===== src/rtl/sod_pkg.sv =====
// Package with offsets, field layouts, reset values and encodings of the divider register bank.
package sod_pkg;

   // ------------------------------------------------------------------
   // Register byte addresses.
   // ------------------------------------------------------------------
   localparam logic [7:0] CAL_CONTROL_ADDR      = 8'h0A;  // Device control, calibration bit.
   localparam logic [7:0] TRIM_LOW_ADDR         = 8'h10;  // Crystal trim bits 1..0.
   localparam logic [7:0] TRIM_HIGH_ADDR        = 8'h11;  // Crystal trim bits 9..2.
   localparam logic [7:0] DRIVER_CONTROL_ADDR   = 8'h15;  // Output buffer control.
   localparam logic [7:0] OUT_DIV_UPPER_ADDR    = 8'h16;  // Output divider bit 8.
   localparam logic [7:0] OUT_DIV_LOWER_ADDR    = 8'h17;  // Output divider bits 7..0.
   localparam logic [7:0] FB_DIV_UPPER_ADDR     = 8'h19;  // Feedback divider bits 11..8.
   localparam logic [7:0] FB_DIV_LOWER_ADDR     = 8'h1A;  // Feedback divider bits 7..0.
   localparam logic [7:0] NUM_TOP_ADDR          = 8'h1B;  // Numerator bits 21..16.
   localparam logic [7:0] NUM_MIDDLE_ADDR       = 8'h1C;  // Numerator bits 15..8.
   localparam logic [7:0] NUM_BOTTOM_ADDR       = 8'h1D;  // Numerator bits 7..0.
   localparam logic [7:0] DEN_TOP_ADDR          = 8'h1E;  // Denominator bits 21..16.
   localparam logic [7:0] DEN_MIDDLE_ADDR       = 8'h1F;  // Denominator bits 15..8.
   localparam logic [7:0] DEN_BOTTOM_ADDR       = 8'h20;  // Denominator bits 7..0.

   // ------------------------------------------------------------------
   // Stored field widths.
   // ------------------------------------------------------------------
   localparam int BYTE_W       = 8;   // Full register byte.
   localparam int TRIM_LOW_W   = 2;   // Trim bits held in the low register.
   localparam int DRV_FMT_W    = 2;   // Output format field.
   localparam int FB_UPPER_W   = 4;   // Feedback divider upper nibble.
   localparam int FRAC_TOP_W   = 6;   // Top part of numerator and denominator.
   localparam int OUT_DIV_W    = 9;   // Output divider width.
   localparam int FB_DIV_W     = 12;  // Feedback divider width.
   localparam int FRAC_W       = 22;  // Fraction numerator and denominator width.
   localparam int TRIM_W       = 10;  // Crystal trim offset width.

   // ------------------------------------------------------------------
   // Field positions.
   // ------------------------------------------------------------------
   localparam int DRV_PD_BIT     = 7;  // Output buffer power-down bit.
   localparam int CAL_BIT        = 1;  // Calibration trigger bit.
   localparam int OUT_DIV_HI_BIT = 0;  // Output divider bit 8 in the upper register.

   // ------------------------------------------------------------------
   // Reset values.
   // ------------------------------------------------------------------
   localparam logic [7:0] TRIM_LOW_RST    = 8'h00;
   localparam logic [7:0] TRIM_HIGH_RST   = 8'h80;
   localparam logic [7:0] OUT_UPPER_RST   = 8'h00;
   localparam logic [7:0] OUT_LOWER_RST   = 8'h20;
   localparam logic [7:0] FB_UPPER_RST    = 8'h00;
   localparam logic [7:0] FB_LOWER_RST    = 8'h32;
   localparam logic [7:0] FRAC_RST        = 8'h00;
   localparam logic [7:0] READ_ZERO       = 8'h00;
   localparam logic       PD_RST          = 1'b0;

   // Smallest output divider value that is not reserved.
   localparam logic [8:0] OUT_DIV_MIN     = 9'h005;

   // Output driver format encodings.
   typedef enum logic [1:0] {
      FMT_TRISTATE = 2'h0,
      FMT_LVPECL   = 2'h1,
      FMT_LVDS     = 2'h2,
      FMT_HCSL     = 2'h3
   } sod_fmt_e;

   // Calibration sequencer states, one-hot.
   typedef enum logic [1:0] {
      CAL_IDLE = 2'b01,
      CAL_RUN  = 2'b10
   } sod_cal_e;

endpackage


===== src/rtl/sod_cfg_field.sv =====
// Holds one writable register field with a constant reset value.
`timescale 1ns/10ps
module sod_cfg_field #(
   parameter int          WIDTH    = 8,
   parameter logic [7:0]  RESET_VAL = 8'h00
) (
   // Clock and synchronised reset.
   input  wire logic             clock,
   input  wire logic             rstSync_n,
   // Write side.
   input  wire logic             wrEn,
   input  wire logic [WIDTH-1:0] wrData,
   // Stored value.
   output logic      [WIDTH-1:0] value
);

   // ------------------------------------------------------------------
   // Storage.
   // ------------------------------------------------------------------
   logic [WIDTH-1:0] field_q;  // Stored field.
   logic [WIDTH-1:0] field_d;  // Next field value.

   // Loads the new data on a write, otherwise holds.
   always_comb begin
      field_d = field_q;
      if (wrEn) begin
         field_d = wrData;
      end
   end

   // Registers the field; reset takes the constant image.
   always_ff @(posedge clock or negedge rstSync_n) begin
      if (!rstSync_n) begin
         field_q <= RESET_VAL[WIDTH-1:0];
      end else begin
         field_q <= field_d;
      end
   end

   assign value = field_q;

endmodule


===== src/rtl/sod_divider_regs.sv =====
// Configuration register bank for the synthesizer dividers, crystal trim and output driver.
//
// What this block does
// - Trim bits 9..2 fill the high trim byte.
// - Trim bits 1..0 in low register; rest reserved.
// - Power-down bit seven disables the output buffer.
// - Format field selects tristate, LVPECL, LVDS, HCSL.
// - Output divider is nine bits, 5..511 valid.
// - Divider bit 8 from upper, lower resets 0x20.
// - Feedback divider is twelve bits from two bytes.
// - Feedback upper nibble, lower byte resets 0x32.
// - Numerator is 22 bits, top byte first.
// - Numerator bits 21..16 in first register low six.
// - Numerator middle and bottom bytes reset zero.
// - Denominator is 22 bits, top byte first.
// - Denominator top six bits, reset zero.
// - Rising calibration bit starts recalibration, self-clears.
`timescale 1ns/10ps
module sod_divider_regs (
   // Clock and reset.
   input  wire logic         clock,
   input  wire logic         rst_n,
   // Register access from the serial control engine.
   input  wire logic [7:0]   regAddr,
   input  wire logic [7:0]   regWrData,
   input  wire logic         regWrEn,
   input  wire logic         regRdEn,
   output logic      [7:0]   regRdData,
   // Analog synthesizer side.
   output logic      [9:0]   crystalTrimOffset,
   output logic      [8:0]   outputDivider,
   output logic              outputDividerReserved,
   output logic      [11:0]  feedbackIntegerDivider,
   output logic      [21:0]  fractionNumerator,
   output logic      [21:0]  fractionDenominator,
   output logic              calibrationStart,
   output logic              calibrationBusy,
   input  wire logic         calibrationDone,
   // Output driver side.
   output logic              outputBufferPowerdown,
   output logic      [1:0]   outputFormat,
   output logic              formatTristate,
   output logic              formatLvpecl,
   output logic              formatLvds,
   output logic              formatHcsl
);

   // ------------------------------------------------------------------
   // Reset release and input synchronisation.
   // ------------------------------------------------------------------
   logic       rstMeta_q;    // First reset release stage.
   logic       rstSync_n;    // Released reset used by all logic.
   logic       doneMeta_q;   // First stage of the done synchroniser.
   logic       doneSync_q;   // Second stage of the done synchroniser.
   logic       doneSync_d;   // Next value of the second stage.
   logic       doneMeta_d;   // Next value of the first stage.

   // Releases reset through two flip-flops so every register leaves reset together.
   always_ff @(posedge clock or negedge rst_n) begin
      if (!rst_n) begin
         rstMeta_q <= 1'b0;
         rstSync_n <= 1'b0;
      end else begin
         rstMeta_q <= 1'b1;
         rstSync_n <= rstMeta_q;
      end
   end

   // The done flag comes from the analog domain and is synchronised first.
   always_comb begin
      doneMeta_d = calibrationDone;
      doneSync_d = doneMeta_q;
   end

   // Registers the done synchroniser.
   always_ff @(posedge clock or negedge rstSync_n) begin
      if (!rstSync_n) begin
         doneMeta_q <= 1'b0;
         doneSync_q <= 1'b0;
      end else begin
         doneMeta_q <= doneMeta_d;
         doneSync_q <= doneSync_d;
      end
   end

   // ------------------------------------------------------------------
   // Write decode.
   // ------------------------------------------------------------------
   logic wrTrimLow;    // Write to the low trim register.
   logic wrTrimHigh;   // Write to the high trim register.
   logic wrDriver;     // Write to the driver control register.
   logic wrOutUpper;   // Write to the output divider upper register.
   logic wrOutLower;   // Write to the output divider lower register.
   logic wrFbUpper;    // Write to the feedback divider upper register.
   logic wrFbLower;    // Write to the feedback divider lower register.
   logic wrNumTop;     // Write to the numerator top register.
   logic wrNumMid;     // Write to the numerator middle register.
   logic wrNumBot;     // Write to the numerator bottom register.
   logic wrDenTop;     // Write to the denominator top register.
   logic wrDenMid;     // Write to the denominator middle register.
   logic wrDenBot;     // Write to the denominator bottom register.
   logic wrCal;        // Write to the calibration control register.

   // Each strobe fires only when the address matches exactly.
   always_comb begin
      wrTrimLow  = regWrEn && (regAddr == sod_pkg::TRIM_LOW_ADDR);
      wrTrimHigh = regWrEn && (regAddr == sod_pkg::TRIM_HIGH_ADDR);
      wrDriver   = regWrEn && (regAddr == sod_pkg::DRIVER_CONTROL_ADDR);
      wrOutUpper = regWrEn && (regAddr == sod_pkg::OUT_DIV_UPPER_ADDR);
      wrOutLower = regWrEn && (regAddr == sod_pkg::OUT_DIV_LOWER_ADDR);
      wrFbUpper  = regWrEn && (regAddr == sod_pkg::FB_DIV_UPPER_ADDR);
      wrFbLower  = regWrEn && (regAddr == sod_pkg::FB_DIV_LOWER_ADDR);
      wrNumTop   = regWrEn && (regAddr == sod_pkg::NUM_TOP_ADDR);
      wrNumMid   = regWrEn && (regAddr == sod_pkg::NUM_MIDDLE_ADDR);
      wrNumBot   = regWrEn && (regAddr == sod_pkg::NUM_BOTTOM_ADDR);
      wrDenTop   = regWrEn && (regAddr == sod_pkg::DEN_TOP_ADDR);
      wrDenMid   = regWrEn && (regAddr == sod_pkg::DEN_MIDDLE_ADDR);
      wrDenBot   = regWrEn && (regAddr == sod_pkg::DEN_BOTTOM_ADDR);
      wrCal      = regWrEn && (regAddr == sod_pkg::CAL_CONTROL_ADDR);
   end

   // ------------------------------------------------------------------
   // Stored fields.
   // ------------------------------------------------------------------
   logic [1:0] trimLow;     // Trim bits 1..0.
   logic [7:0] trimHigh;    // Trim bits 9..2.
   logic       drvPd;       // Buffer power-down.
   logic [1:0] drvFmt;      // Output format.
   logic [7:0] outUpper;    // Output divider upper byte, bit 0 used.
   logic [7:0] outLower;    // Output divider bits 7..0.
   logic [3:0] fbUpper;     // Feedback divider bits 11..8.
   logic [7:0] fbLower;     // Feedback divider bits 7..0.
   logic [5:0] numTop;      // Numerator bits 21..16.
   logic [7:0] numMid;      // Numerator bits 15..8.
   logic [7:0] numBot;      // Numerator bits 7..0.
   logic [5:0] denTop;      // Denominator bits 21..16.
   logic [7:0] denMid;      // Denominator bits 15..8.
   logic [7:0] denBot;      // Denominator bits 7..0.

   // Low trim register keeps only its two defined bits.
   sod_cfg_field #(.WIDTH(sod_pkg::TRIM_LOW_W), .RESET_VAL(sod_pkg::TRIM_LOW_RST)) uTrimLow (
      .clock(clock), .rstSync_n(rstSync_n), .wrEn(wrTrimLow),
      .wrData(regWrData[sod_pkg::TRIM_LOW_W-1:0]), .value(trimLow));

   // High trim register is a full byte.
   sod_cfg_field #(.WIDTH(sod_pkg::BYTE_W), .RESET_VAL(sod_pkg::TRIM_HIGH_RST)) uTrimHigh (
      .clock(clock), .rstSync_n(rstSync_n), .wrEn(wrTrimHigh),
      .wrData(regWrData), .value(trimHigh));

   // Buffer power-down bit, outside the stored default image.
   sod_cfg_field #(.WIDTH(1), .RESET_VAL({7'h00, sod_pkg::PD_RST})) uDrvPd (
      .clock(clock), .rstSync_n(rstSync_n), .wrEn(wrDriver),
      .wrData(regWrData[sod_pkg::DRV_PD_BIT]), .value(drvPd));

   // Output format field, LVPECL after reset.
   sod_cfg_field #(.WIDTH(sod_pkg::DRV_FMT_W),
                   .RESET_VAL({6'h00, sod_pkg::FMT_LVPECL})) uDrvFmt (
      .clock(clock), .rstSync_n(rstSync_n), .wrEn(wrDriver),
      .wrData(regWrData[sod_pkg::DRV_FMT_W-1:0]), .value(drvFmt));

   // Output divider upper byte; its reserved bits are read-write storage.
   sod_cfg_field #(.WIDTH(sod_pkg::BYTE_W), .RESET_VAL(sod_pkg::OUT_UPPER_RST)) uOutUpper (
      .clock(clock), .rstSync_n(rstSync_n), .wrEn(wrOutUpper),
      .wrData(regWrData), .value(outUpper));

   // Output divider lower byte, resets to 0x20.
   sod_cfg_field #(.WIDTH(sod_pkg::BYTE_W), .RESET_VAL(sod_pkg::OUT_LOWER_RST)) uOutLower (
      .clock(clock), .rstSync_n(rstSync_n), .wrEn(wrOutLower),
      .wrData(regWrData), .value(outLower));

   // Feedback divider upper nibble.
   sod_cfg_field #(.WIDTH(sod_pkg::FB_UPPER_W), .RESET_VAL(sod_pkg::FB_UPPER_RST)) uFbUpper (
      .clock(clock), .rstSync_n(rstSync_n), .wrEn(wrFbUpper),
      .wrData(regWrData[sod_pkg::FB_UPPER_W-1:0]), .value(fbUpper));

   // Feedback divider lower byte, resets to 0x32.
   sod_cfg_field #(.WIDTH(sod_pkg::BYTE_W), .RESET_VAL(sod_pkg::FB_LOWER_RST)) uFbLower (
      .clock(clock), .rstSync_n(rstSync_n), .wrEn(wrFbLower),
      .wrData(regWrData), .value(fbLower));

   // Numerator top six bits; bits 7..6 are not stored.
   sod_cfg_field #(.WIDTH(sod_pkg::FRAC_TOP_W), .RESET_VAL(sod_pkg::FRAC_RST)) uNumTop (
      .clock(clock), .rstSync_n(rstSync_n), .wrEn(wrNumTop),
      .wrData(regWrData[sod_pkg::FRAC_TOP_W-1:0]), .value(numTop));

   // Numerator middle byte.
   sod_cfg_field #(.WIDTH(sod_pkg::BYTE_W), .RESET_VAL(sod_pkg::FRAC_RST)) uNumMid (
      .clock(clock), .rstSync_n(rstSync_n), .wrEn(wrNumMid),
      .wrData(regWrData), .value(numMid));

   // Numerator bottom byte.
   sod_cfg_field #(.WIDTH(sod_pkg::BYTE_W), .RESET_VAL(sod_pkg::FRAC_RST)) uNumBot (
      .clock(clock), .rstSync_n(rstSync_n), .wrEn(wrNumBot),
      .wrData(regWrData), .value(numBot));

   // Denominator top six bits, reset zero.
   sod_cfg_field #(.WIDTH(sod_pkg::FRAC_TOP_W), .RESET_VAL(sod_pkg::FRAC_RST)) uDenTop (
      .clock(clock), .rstSync_n(rstSync_n), .wrEn(wrDenTop),
      .wrData(regWrData[sod_pkg::FRAC_TOP_W-1:0]), .value(denTop));

   // Denominator middle byte.
   sod_cfg_field #(.WIDTH(sod_pkg::BYTE_W), .RESET_VAL(sod_pkg::FRAC_RST)) uDenMid (
      .clock(clock), .rstSync_n(rstSync_n), .wrEn(wrDenMid),
      .wrData(regWrData), .value(denMid));

   // Denominator bottom byte.
   sod_cfg_field #(.WIDTH(sod_pkg::BYTE_W), .RESET_VAL(sod_pkg::FRAC_RST)) uDenBot (
      .clock(clock), .rstSync_n(rstSync_n), .wrEn(wrDenBot),
      .wrData(regWrData), .value(denBot));

   // ------------------------------------------------------------------
   // Calibration sequencer.
   // ------------------------------------------------------------------
   sod_pkg::sod_cal_e calState_q;  // Current sequencer state.
   sod_pkg::sod_cal_e calState_d;  // Next sequencer state.
   logic              calStart_q;  // Start pulse register.
   logic              calStart_d;  // Next start pulse.
   logic              calRise;     // Write that takes the trigger from zero to one.

   // A write of one while idle is the zero-to-one edge that starts a run; the
   // bit reads one until the synchronised done flag ends the run. A write of
   // one in the done cycle starts no new run, since the bit was still one.
   always_comb begin
      calRise    = wrCal && regWrData[sod_pkg::CAL_BIT] && (calState_q == sod_pkg::CAL_IDLE);
      calState_d = calState_q;
      calStart_d = 1'b0;
      unique case (calState_q)
         sod_pkg::CAL_IDLE: begin
            if (calRise) begin
               calState_d = sod_pkg::CAL_RUN;
               calStart_d = 1'b1;
            end
         end
         sod_pkg::CAL_RUN: begin
            if (doneSync_q) begin
               calState_d = sod_pkg::CAL_IDLE;
            end
         end
         default: begin
            calState_d = sod_pkg::CAL_IDLE;
         end
      endcase
   end

   // Registers the sequencer.
   always_ff @(posedge clock or negedge rstSync_n) begin
      if (!rstSync_n) begin
         calState_q <= sod_pkg::CAL_IDLE;
         calStart_q <= 1'b0;
      end else begin
         calState_q <= calState_d;
         calStart_q <= calStart_d;
      end
   end

   // ------------------------------------------------------------------
   // Read-back.
   // ------------------------------------------------------------------
   logic [7:0] rdData_q;  // Registered read data.
   logic [7:0] rdData_d;  // Next read data.

   // Selects the addressed register; unmapped addresses and reserved bits read zero, except the output divider upper byte, which reads back all eight stored bits.
   always_comb begin
      rdData_d = rdData_q;
      if (regRdEn) begin
         unique case (regAddr)
            sod_pkg::CAL_CONTROL_ADDR:    rdData_d = {6'h00, calBusyBit(calState_q), 1'b0};
            sod_pkg::TRIM_LOW_ADDR:       rdData_d = {6'h00, trimLow};
            sod_pkg::TRIM_HIGH_ADDR:      rdData_d = trimHigh;
            sod_pkg::DRIVER_CONTROL_ADDR: rdData_d = {drvPd, 5'h00, drvFmt};
            sod_pkg::OUT_DIV_UPPER_ADDR:  rdData_d = outUpper;
            sod_pkg::OUT_DIV_LOWER_ADDR:  rdData_d = outLower;
            sod_pkg::FB_DIV_UPPER_ADDR:   rdData_d = {4'h0, fbUpper};
            sod_pkg::FB_DIV_LOWER_ADDR:   rdData_d = fbLower;
            sod_pkg::NUM_TOP_ADDR:        rdData_d = {2'h0, numTop};
            sod_pkg::NUM_MIDDLE_ADDR:     rdData_d = numMid;
            sod_pkg::NUM_BOTTOM_ADDR:     rdData_d = numBot;
            sod_pkg::DEN_TOP_ADDR:        rdData_d = {2'h0, denTop};
            sod_pkg::DEN_MIDDLE_ADDR:     rdData_d = denMid;
            sod_pkg::DEN_BOTTOM_ADDR:     rdData_d = denBot;
            default:                      rdData_d = sod_pkg::READ_ZERO;
         endcase
      end
   end

   // Registers the read data.
   always_ff @(posedge clock or negedge rstSync_n) begin
      if (!rstSync_n) begin
         rdData_q <= sod_pkg::READ_ZERO;
      end else begin
         rdData_q <= rdData_d;
      end
   end

   // Calibration bit as seen by software: one while a run is in progress.
   function automatic logic calBusyBit(input sod_pkg::sod_cal_e st);
      calBusyBit = (st == sod_pkg::CAL_RUN);
   endfunction

   // ------------------------------------------------------------------
   // Assembled outputs.
   // ------------------------------------------------------------------
   assign regRdData              = rdData_q;
   assign crystalTrimOffset      = {trimHigh, trimLow};
   assign outputDivider          = {outUpper[sod_pkg::OUT_DIV_HI_BIT], outLower};
   // The divider ratio equals the value; reserved values are flagged, not altered.
   assign outputDividerReserved  = (outputDivider < sod_pkg::OUT_DIV_MIN);
   assign feedbackIntegerDivider = {fbUpper, fbLower};
   assign fractionNumerator      = {numTop, numMid, numBot};
   assign fractionDenominator    = {denTop, denMid, denBot};
   assign calibrationStart       = calStart_q;
   assign calibrationBusy        = (calState_q == sod_pkg::CAL_RUN);
   assign outputBufferPowerdown  = drvPd;
   assign outputFormat           = drvFmt;
   assign formatTristate         = (drvFmt == sod_pkg::FMT_TRISTATE);
   assign formatLvpecl           = (drvFmt == sod_pkg::FMT_LVPECL);
   assign formatLvds             = (drvFmt == sod_pkg::FMT_LVDS);
   assign formatHcsl             = (drvFmt == sod_pkg::FMT_HCSL);

endmodule


===== config.mk =====
export PLATFORM = sky130hd
export DESIGN_NAME = sod_divider_regs
export DESIGN_NICKNAME = d
export VERILOG_FILES = /design/src/rtl/sod_pkg.sv /design/src/rtl/sod_cfg_field.sv /design/src/rtl/sod_divider_regs.sv
export SDC_FILE = /design/constraint.sdc
export NUM_CORES = 1
export LEC_CHECK = 0
export ABC_CLOCK_PERIOD_IN_PS = 4600
export BUFFER_PORTS_ARGS = -buffer_cell sky130_fd_sc_hd__buf_2
export CAP_MARGIN = 20
export CORE_UTILIZATION = 45
export CTS_CLUSTER_SIZE = 10
export DETAILED_ROUTE_END_ITERATION = 16
export PLACE_DENSITY = 0.69
export RECOVER_POWER = 25
export SETUP_SLACK_MARGIN = 0.2
export SLEW_MARGIN = 20
export SYNTH_ARGS = -nofsm -noshare
export SYNTH_HDL_FRONTEND = slang
export SYNTH_HIERARCHICAL = 1
export SYNTH_SLANG_ARGS = --single-unit
export TNS_END_PERCENT = 1

===== constraint.sdc =====
create_clock -name clock -period 4.6 [get_ports clock]
set_input_delay 0.69 -clock clock [delete_from_list [all_inputs] [get_ports clock]]
set_output_delay 0.69 -clock clock [all_outputs]
set_load 0.02 [all_outputs]

# [Word-level counts from Yosys, hierarchy flattened]
# Index checks and enable logic that the tools add are counted.
[op_classes] order_cmp=1 reduce_logical=18 n_mux=6 n_eq_ne=21
[ops] cell="$pmux 8 s14" n=1
[ops] cell="$eq 8x5->1 const B" n=12
[ops] cell="$logic_and 1x1->1" n=16
[ops] cell="$lt 9x3->1 const B" n=1
[ops] cell="$eq 8x4->1 const B" n=1
[ops] cell="$eq 8x6->1 const B" n=1
[ops] cell="$eq 2x2->1 const B" n=3
[ops] cell="$eq 2x1->1 const B" n=2
[ops] cell="$mux 2" n=2
[ops] cell="$pmux 2 s2" n=1
[ops] cell="$logic_not 2->1" n=1
[ops] cell="$mux 1" n=2
[ops] cell="$ne 2x1->1 const B" n=1
[ops] cell="$ne 2x2->1 const B" n=1
[ops] cell="$reduce_and 2->1" n=1
[word_totals] word_cells=67 input_bits=21 regBits=100

# [Logic depth before layout (Yosys ltp)]
[logic_depth] word_depth=6 depth_mapped=7 depth_no_buf=5

# [By module]
# The synthesis kept the hierarchy.
[modules_own_cells] mod="sod_cfg_field at uDenBot ..." n_inst=5 cells_each=17 area_each_um2=331.6
[modules_own_cells] mod="sod_divider_regs" n_inst=1 cells_each=197 area_each_um2=1601.5
[modules_own_cells] mod="sod_cfg_field at uOutLower ..." n_inst=2 cells_each=17 area_each_um2=332.8
[modules_own_cells] mod="sod_cfg_field at uDenTop ..." n_inst=2 cells_each=13 area_each_um2=251.5
[modules_own_cells] mod="sod_cfg_field at uFbLower" n_inst=1 cells_each=17 area_each_um2=335.3
[modules_own_cells] mod="sod_cfg_field at uFbUpper" n_inst=1 cells_each=8 area_each_um2=145.1
[modules_own_cells] mod="sod_cfg_field at uDrvFmt" n_inst=1 cells_each=4 area_each_um2=73.8
[modules_own_cells] mod="sod_cfg_field at uTrimLow" n_inst=1 cells_each=4 area_each_um2=72.6
[modules_own_cells] mod="sod_cfg_field at uDrvPd" n_inst=1 cells_each=2 area_each_um2=40.0

# [Least setup slack after synthesis]
# No wires, ideal clock.
[synth_path] path_kind="input port to flip-flop" start="in regAddr[5]" end="reg uNumMid.field_q[0], in the netlist uNumMid/value[0]" slack_ns=2.364 stages=5 required_time_ns=4.475 arrival_time_ns=2.111 path_cell_list="nor4b_2 > clkbuf_1 > and3_1 > buf_6 > mux2_4"
[synth_between] elab_chain_len=2
[synth_rtl] item="start: declaration" line="sod_divider_regs.sv:24" text="input wire logic [7:0] regAddr,"
[synth_rtl] item="$eq 8x5->1" line="sod_divider_regs.sv:114" text="wrNumMid = regWrEn && (regAddr == sod_pkg::NUM_MIDDLE_ADDR);"
[synth_rtl] item="$logic_and 1x1->1" line="sod_divider_regs.sv:114"
[synth_rtl] item="net wrNumMid" line="sod_divider_regs.sv:97" text="logic wrNumMid;"
[synth_rtl] item="end signal: assignment" line="sod_cfg_field.sv:34" text="field_q <= RESET_VAL[WIDTH-1:0];"
[synth_rtl] item="end signal: assignment" line="sod_cfg_field.sv:36" text="field_q <= field_d;"
[synth_rtl] item="end: declaration" line="sod_cfg_field.sv:20" text="logic [WIDTH-1:0] field_q;"
# The timed path passes the listed nets, and every way through them passes these cells.
# A chain may end at the register's enable or synchronous reset.

# [Worst setup path in the final report]
[layout_path] start="in regAddr[1]" end="reg uFbLower.field_q[3], in the netlist uFbLower/value[3]"
[layout_between] elab_chain_len=2
[layout_rtl] item="$eq 8x5->1" line="sod_divider_regs.sv:112" text="wrFbLower = regWrEn && (regAddr == sod_pkg::FB_DIV_LOWER_ADDR);"
[layout_rtl] item="$logic_and 1x1->1" line="sod_divider_regs.sv:112"
[layout_rtl] item="net wrFbLower" line="sod_divider_regs.sv:95" text="logic wrFbLower;"
[layout_rtl] item="end signal: assignment" line="sod_cfg_field.sv:34"
[layout_rtl] item="end signal: assignment" line="sod_cfg_field.sv:36"
[layout_rtl] item="end: declaration" line="sod_cfg_field.sv:20"
# The timed path passes the listed nets, and every way through them passes these cells.

==> results.toml <==
[run_status]
outcome = "finished, violations left"
violations = "max-capacitance violations, max-slew violations"

[timing]
clock.fmax_mhz = 336
setup_viol = 0
slew_violations = 41
period_share = 0.647
fin_skew_ns = 0.00792
setup_tns_ns = 0
hold_violations = 0
grt_setup_unrepaired = "false"
period_needed_ns = 2.97
worst_slew_pin_slew_ns = 1.59
hold-worst-slack_ns = 0.125
max_slew_margin = -0.0577

[synthesis]
syn-num-nets = 398
synth_area_leaders = "dfrtp_1 (46%), mux2_4 (23%), dfstp_2 (3.6%)"
synth.ff_latch_count = 100
ys_types = 52
synth_top_area_frac = 0.457
synthSimpleGateAreaFrac = 0.0906
ys_async_sr_fraction = 1.00
synth.area.mux_share = 0.292
synth_top_family_by_area = "multiplexers"
synth_edf_count = 0
seq_area_frac_synth = 0.493
synth_fa_ha_area_frac = 0
synth_top_area_cell = "dfrtp_1"
netlist_area_sq_mm = 0.00509
syn_inst = 377
synth-compound-area-share = 0.0818
ys.warnings.count = 6
synth_xor_area_frac = 0
avgSynthCellArea_sq_um = 13.5
synthFlopType = "dfrtp_1"

[detailed_routing]
drtIter0Drc = 326
vias_per_cell = 5.85
num_vias = 3653
wirelength_um = 13800
avgRoutedWirePerCell_um = 22.2
dr.pass1.iters = 5
drcViolationCount = 0
ant_nets = 0

[clock_tree]
root_buffer = "clkbuf_16"
postCtsSetupBuffers = 0
tritoncts = "built"
cts-buffers-inserted = 9
path_clk_slew_ns = 0.07
insertion_delay_ns = 0.34
htreeDepth = 3
cts.sink_count = 100
cts_hold_buf = 0
cts_resized = 0
ctsLongestPathBuffers = 2

[critical_path]
critPathMaxFanout = 23
crit_slowest_cell = "nor2_1"
cp.arrival_ns = 3.20
worstPathRequired_ns = 4.82
worstPathCellList = "buf_2 -> nor2b_1 -> nand2_1 -> nor2_1 -> mux2_4"
crit_buf_inv = 1
worst_setup_path_start_kind = "primary input"
crit_type = "primary input to register"
path_delay_family = "simple AND/OR/NAND/NOR gates"
reg2reg_slack_ns = 1.79
max_stage_delay_ns = 0.87
crit_path_end_kind = "register"

[finish]
drive_gt1_frac = 0.432
fin_area_sq_mm = 0.00595
area_growth_syn_to_layout_pct = 16.9
n_fill_cell = 935
final_cells = 624
nets = 500
diodes = 0

[placement]
place_congestion = 0.880
port_buffers = 113
dpl.hpwl_um = 9640
dpl-instance-area_sq_mm = 0.00568
place_inst = 608

[power]
ir_drop_v = 0.000188
power_density_mw_per_mm2 = 331
p_leak_uw = 0.00286

[die]
core_area_sq_mm = 0.0109
ios = 114
initial_core_util = 0.466
die_area_sq_mm = 0.0118
rows = 38
die_w_um = 108
dieHeight_um = 108

[global_route]
grt-ovfl-total = 0
grt_max_degree = 60
grt_use_total = 0.247
grt_pass1_wl_um = 21300
grt_pass1_vias = 3643
antenna_found_initial = 0

[min_path]
min_path_type = "primary input to async pin"

[flow_run]
maxCapViolations = 1
metrics by stage:
step	worst slack, ns	total power (uW)	util
floorplan	1.62	1120	-
global placement	1.39	1210	0.520
detailed placement	1.31	1210	0.520
CTS	1.67	1990	0.548
global route	1.16	2040	0.545
finish	1.63	1970	0.545
sequential cells by signal, summed over array words and instances (netlist names), 2 cells and up:
name,count
uFbLower/value,8
uNumTop/value,6
uDenTop/value,6
uDenMid/value,8
regRdData,8
uTrimHigh/value,8
uNumBot/value,8
uOutLower/value,8
calState_q,2
uNumMid/value,8
uDenBot/value,8
uTrimLow/value,2
uFbUpper/value,4
uDrvFmt/value,2
uOutUpper/value,8
per-layer routing:
layer  GRT usage  vias up  routed length (um)
met5           0        -                   0
li1            -     1596                   -
met4      0.0724        0                 248
met1       0.356     1862                6220
met2       0.373      175                6350
met3      0.0524       20                1010
cell usage after synthesis, types with 3 or more instances:
cell	number
a32o_1	3
mux2_4	77
nor2b_1	6
dfstp_2	7
nor4b_1	3
a22oi_1	4
a21oi_1	4
inv_1	9
nor2_1	15
o21ai_0	6
nand3b_1	3
mux2i_1	12
o22ai_1	10
nand4_1	3
buf_6	10
a22o_1	3
buf_2	7
dfrtp_1	93
a2bb2oi_1	3
and3_1	8
nand2_1	15
nor3b_1	3
clkbuf_1	6
and2_1	3
nor3_1	3
mux2_2	15
nand3_1	9
worst paths after layout:
path | cells after the start | from | to
setup / recovery | 5 | regAddr[1] | uFbLower/value[3]
hold / removal | 1 | rst_n | rstMeta_q
setup reg to reg | 1 | rstSync_n | uNumMid/value[0]
hold reg to reg | 0 | rstMeta_q | rstSync_n
max in group asynchronous | 1 | rstSync_n | uNumMid/value[0]
min in group clock | 0 | rstMeta_q | rstSync_n
cell usage in the layout, fill, tap and decap left out, types with 9 or more instances in the layout:
| cell type | n |
|---|---|
| dfrtp_1 | 93 |
| buf_2 | 87 |
| mux2_4 | 77 |
| clkbuf_1 | 28 |
| nand2_1 | 15 |
| mux2_2 | 15 |
| nor2_1 | 14 |
| mux2i_1 | 12 |
| o22ai_1 | 10 |
| inv_1 | 9 |
| nand3_1 | 9 |
| clkbuf_16 | 9 |
report_power, final:
group | total, uW | internal, uW | switching, uW
registers | 961 | 919 | 42.4
logic | 234 | 94.7 | 139
clock network | 778 | 453 | 324
total | 1970 | 1470 | 506
cell families (layout without fill, tap and decap cells):
logic type / Yosys count / after routing
compound gates: 54 / 54
mux: 107 / 107
buf+inv: 34 / 141
flops: 100 / 100
simple gates: 81 / 81
other cells: 1 / 1
final cells by class:
| class | instances | area, sq um | area share |
|---|---|---|---|
| clock buffer | 13 | 260 | 0.0437 |
| sequential | 100 | 2510 | 0.422 |
| multi-input combinational | 243 | 2370 | 0.399 |
| inverter | 9 | 33.8 | 0.00567 |
| timing repair buffer | 116 | 553 | 0.0929 |
| clock inverter | 3 | 46.3 | 0.00777 |
| tap | 140 | 175 | 0.0294 |
Note: power is estimated with default switching activity, not from simulation.
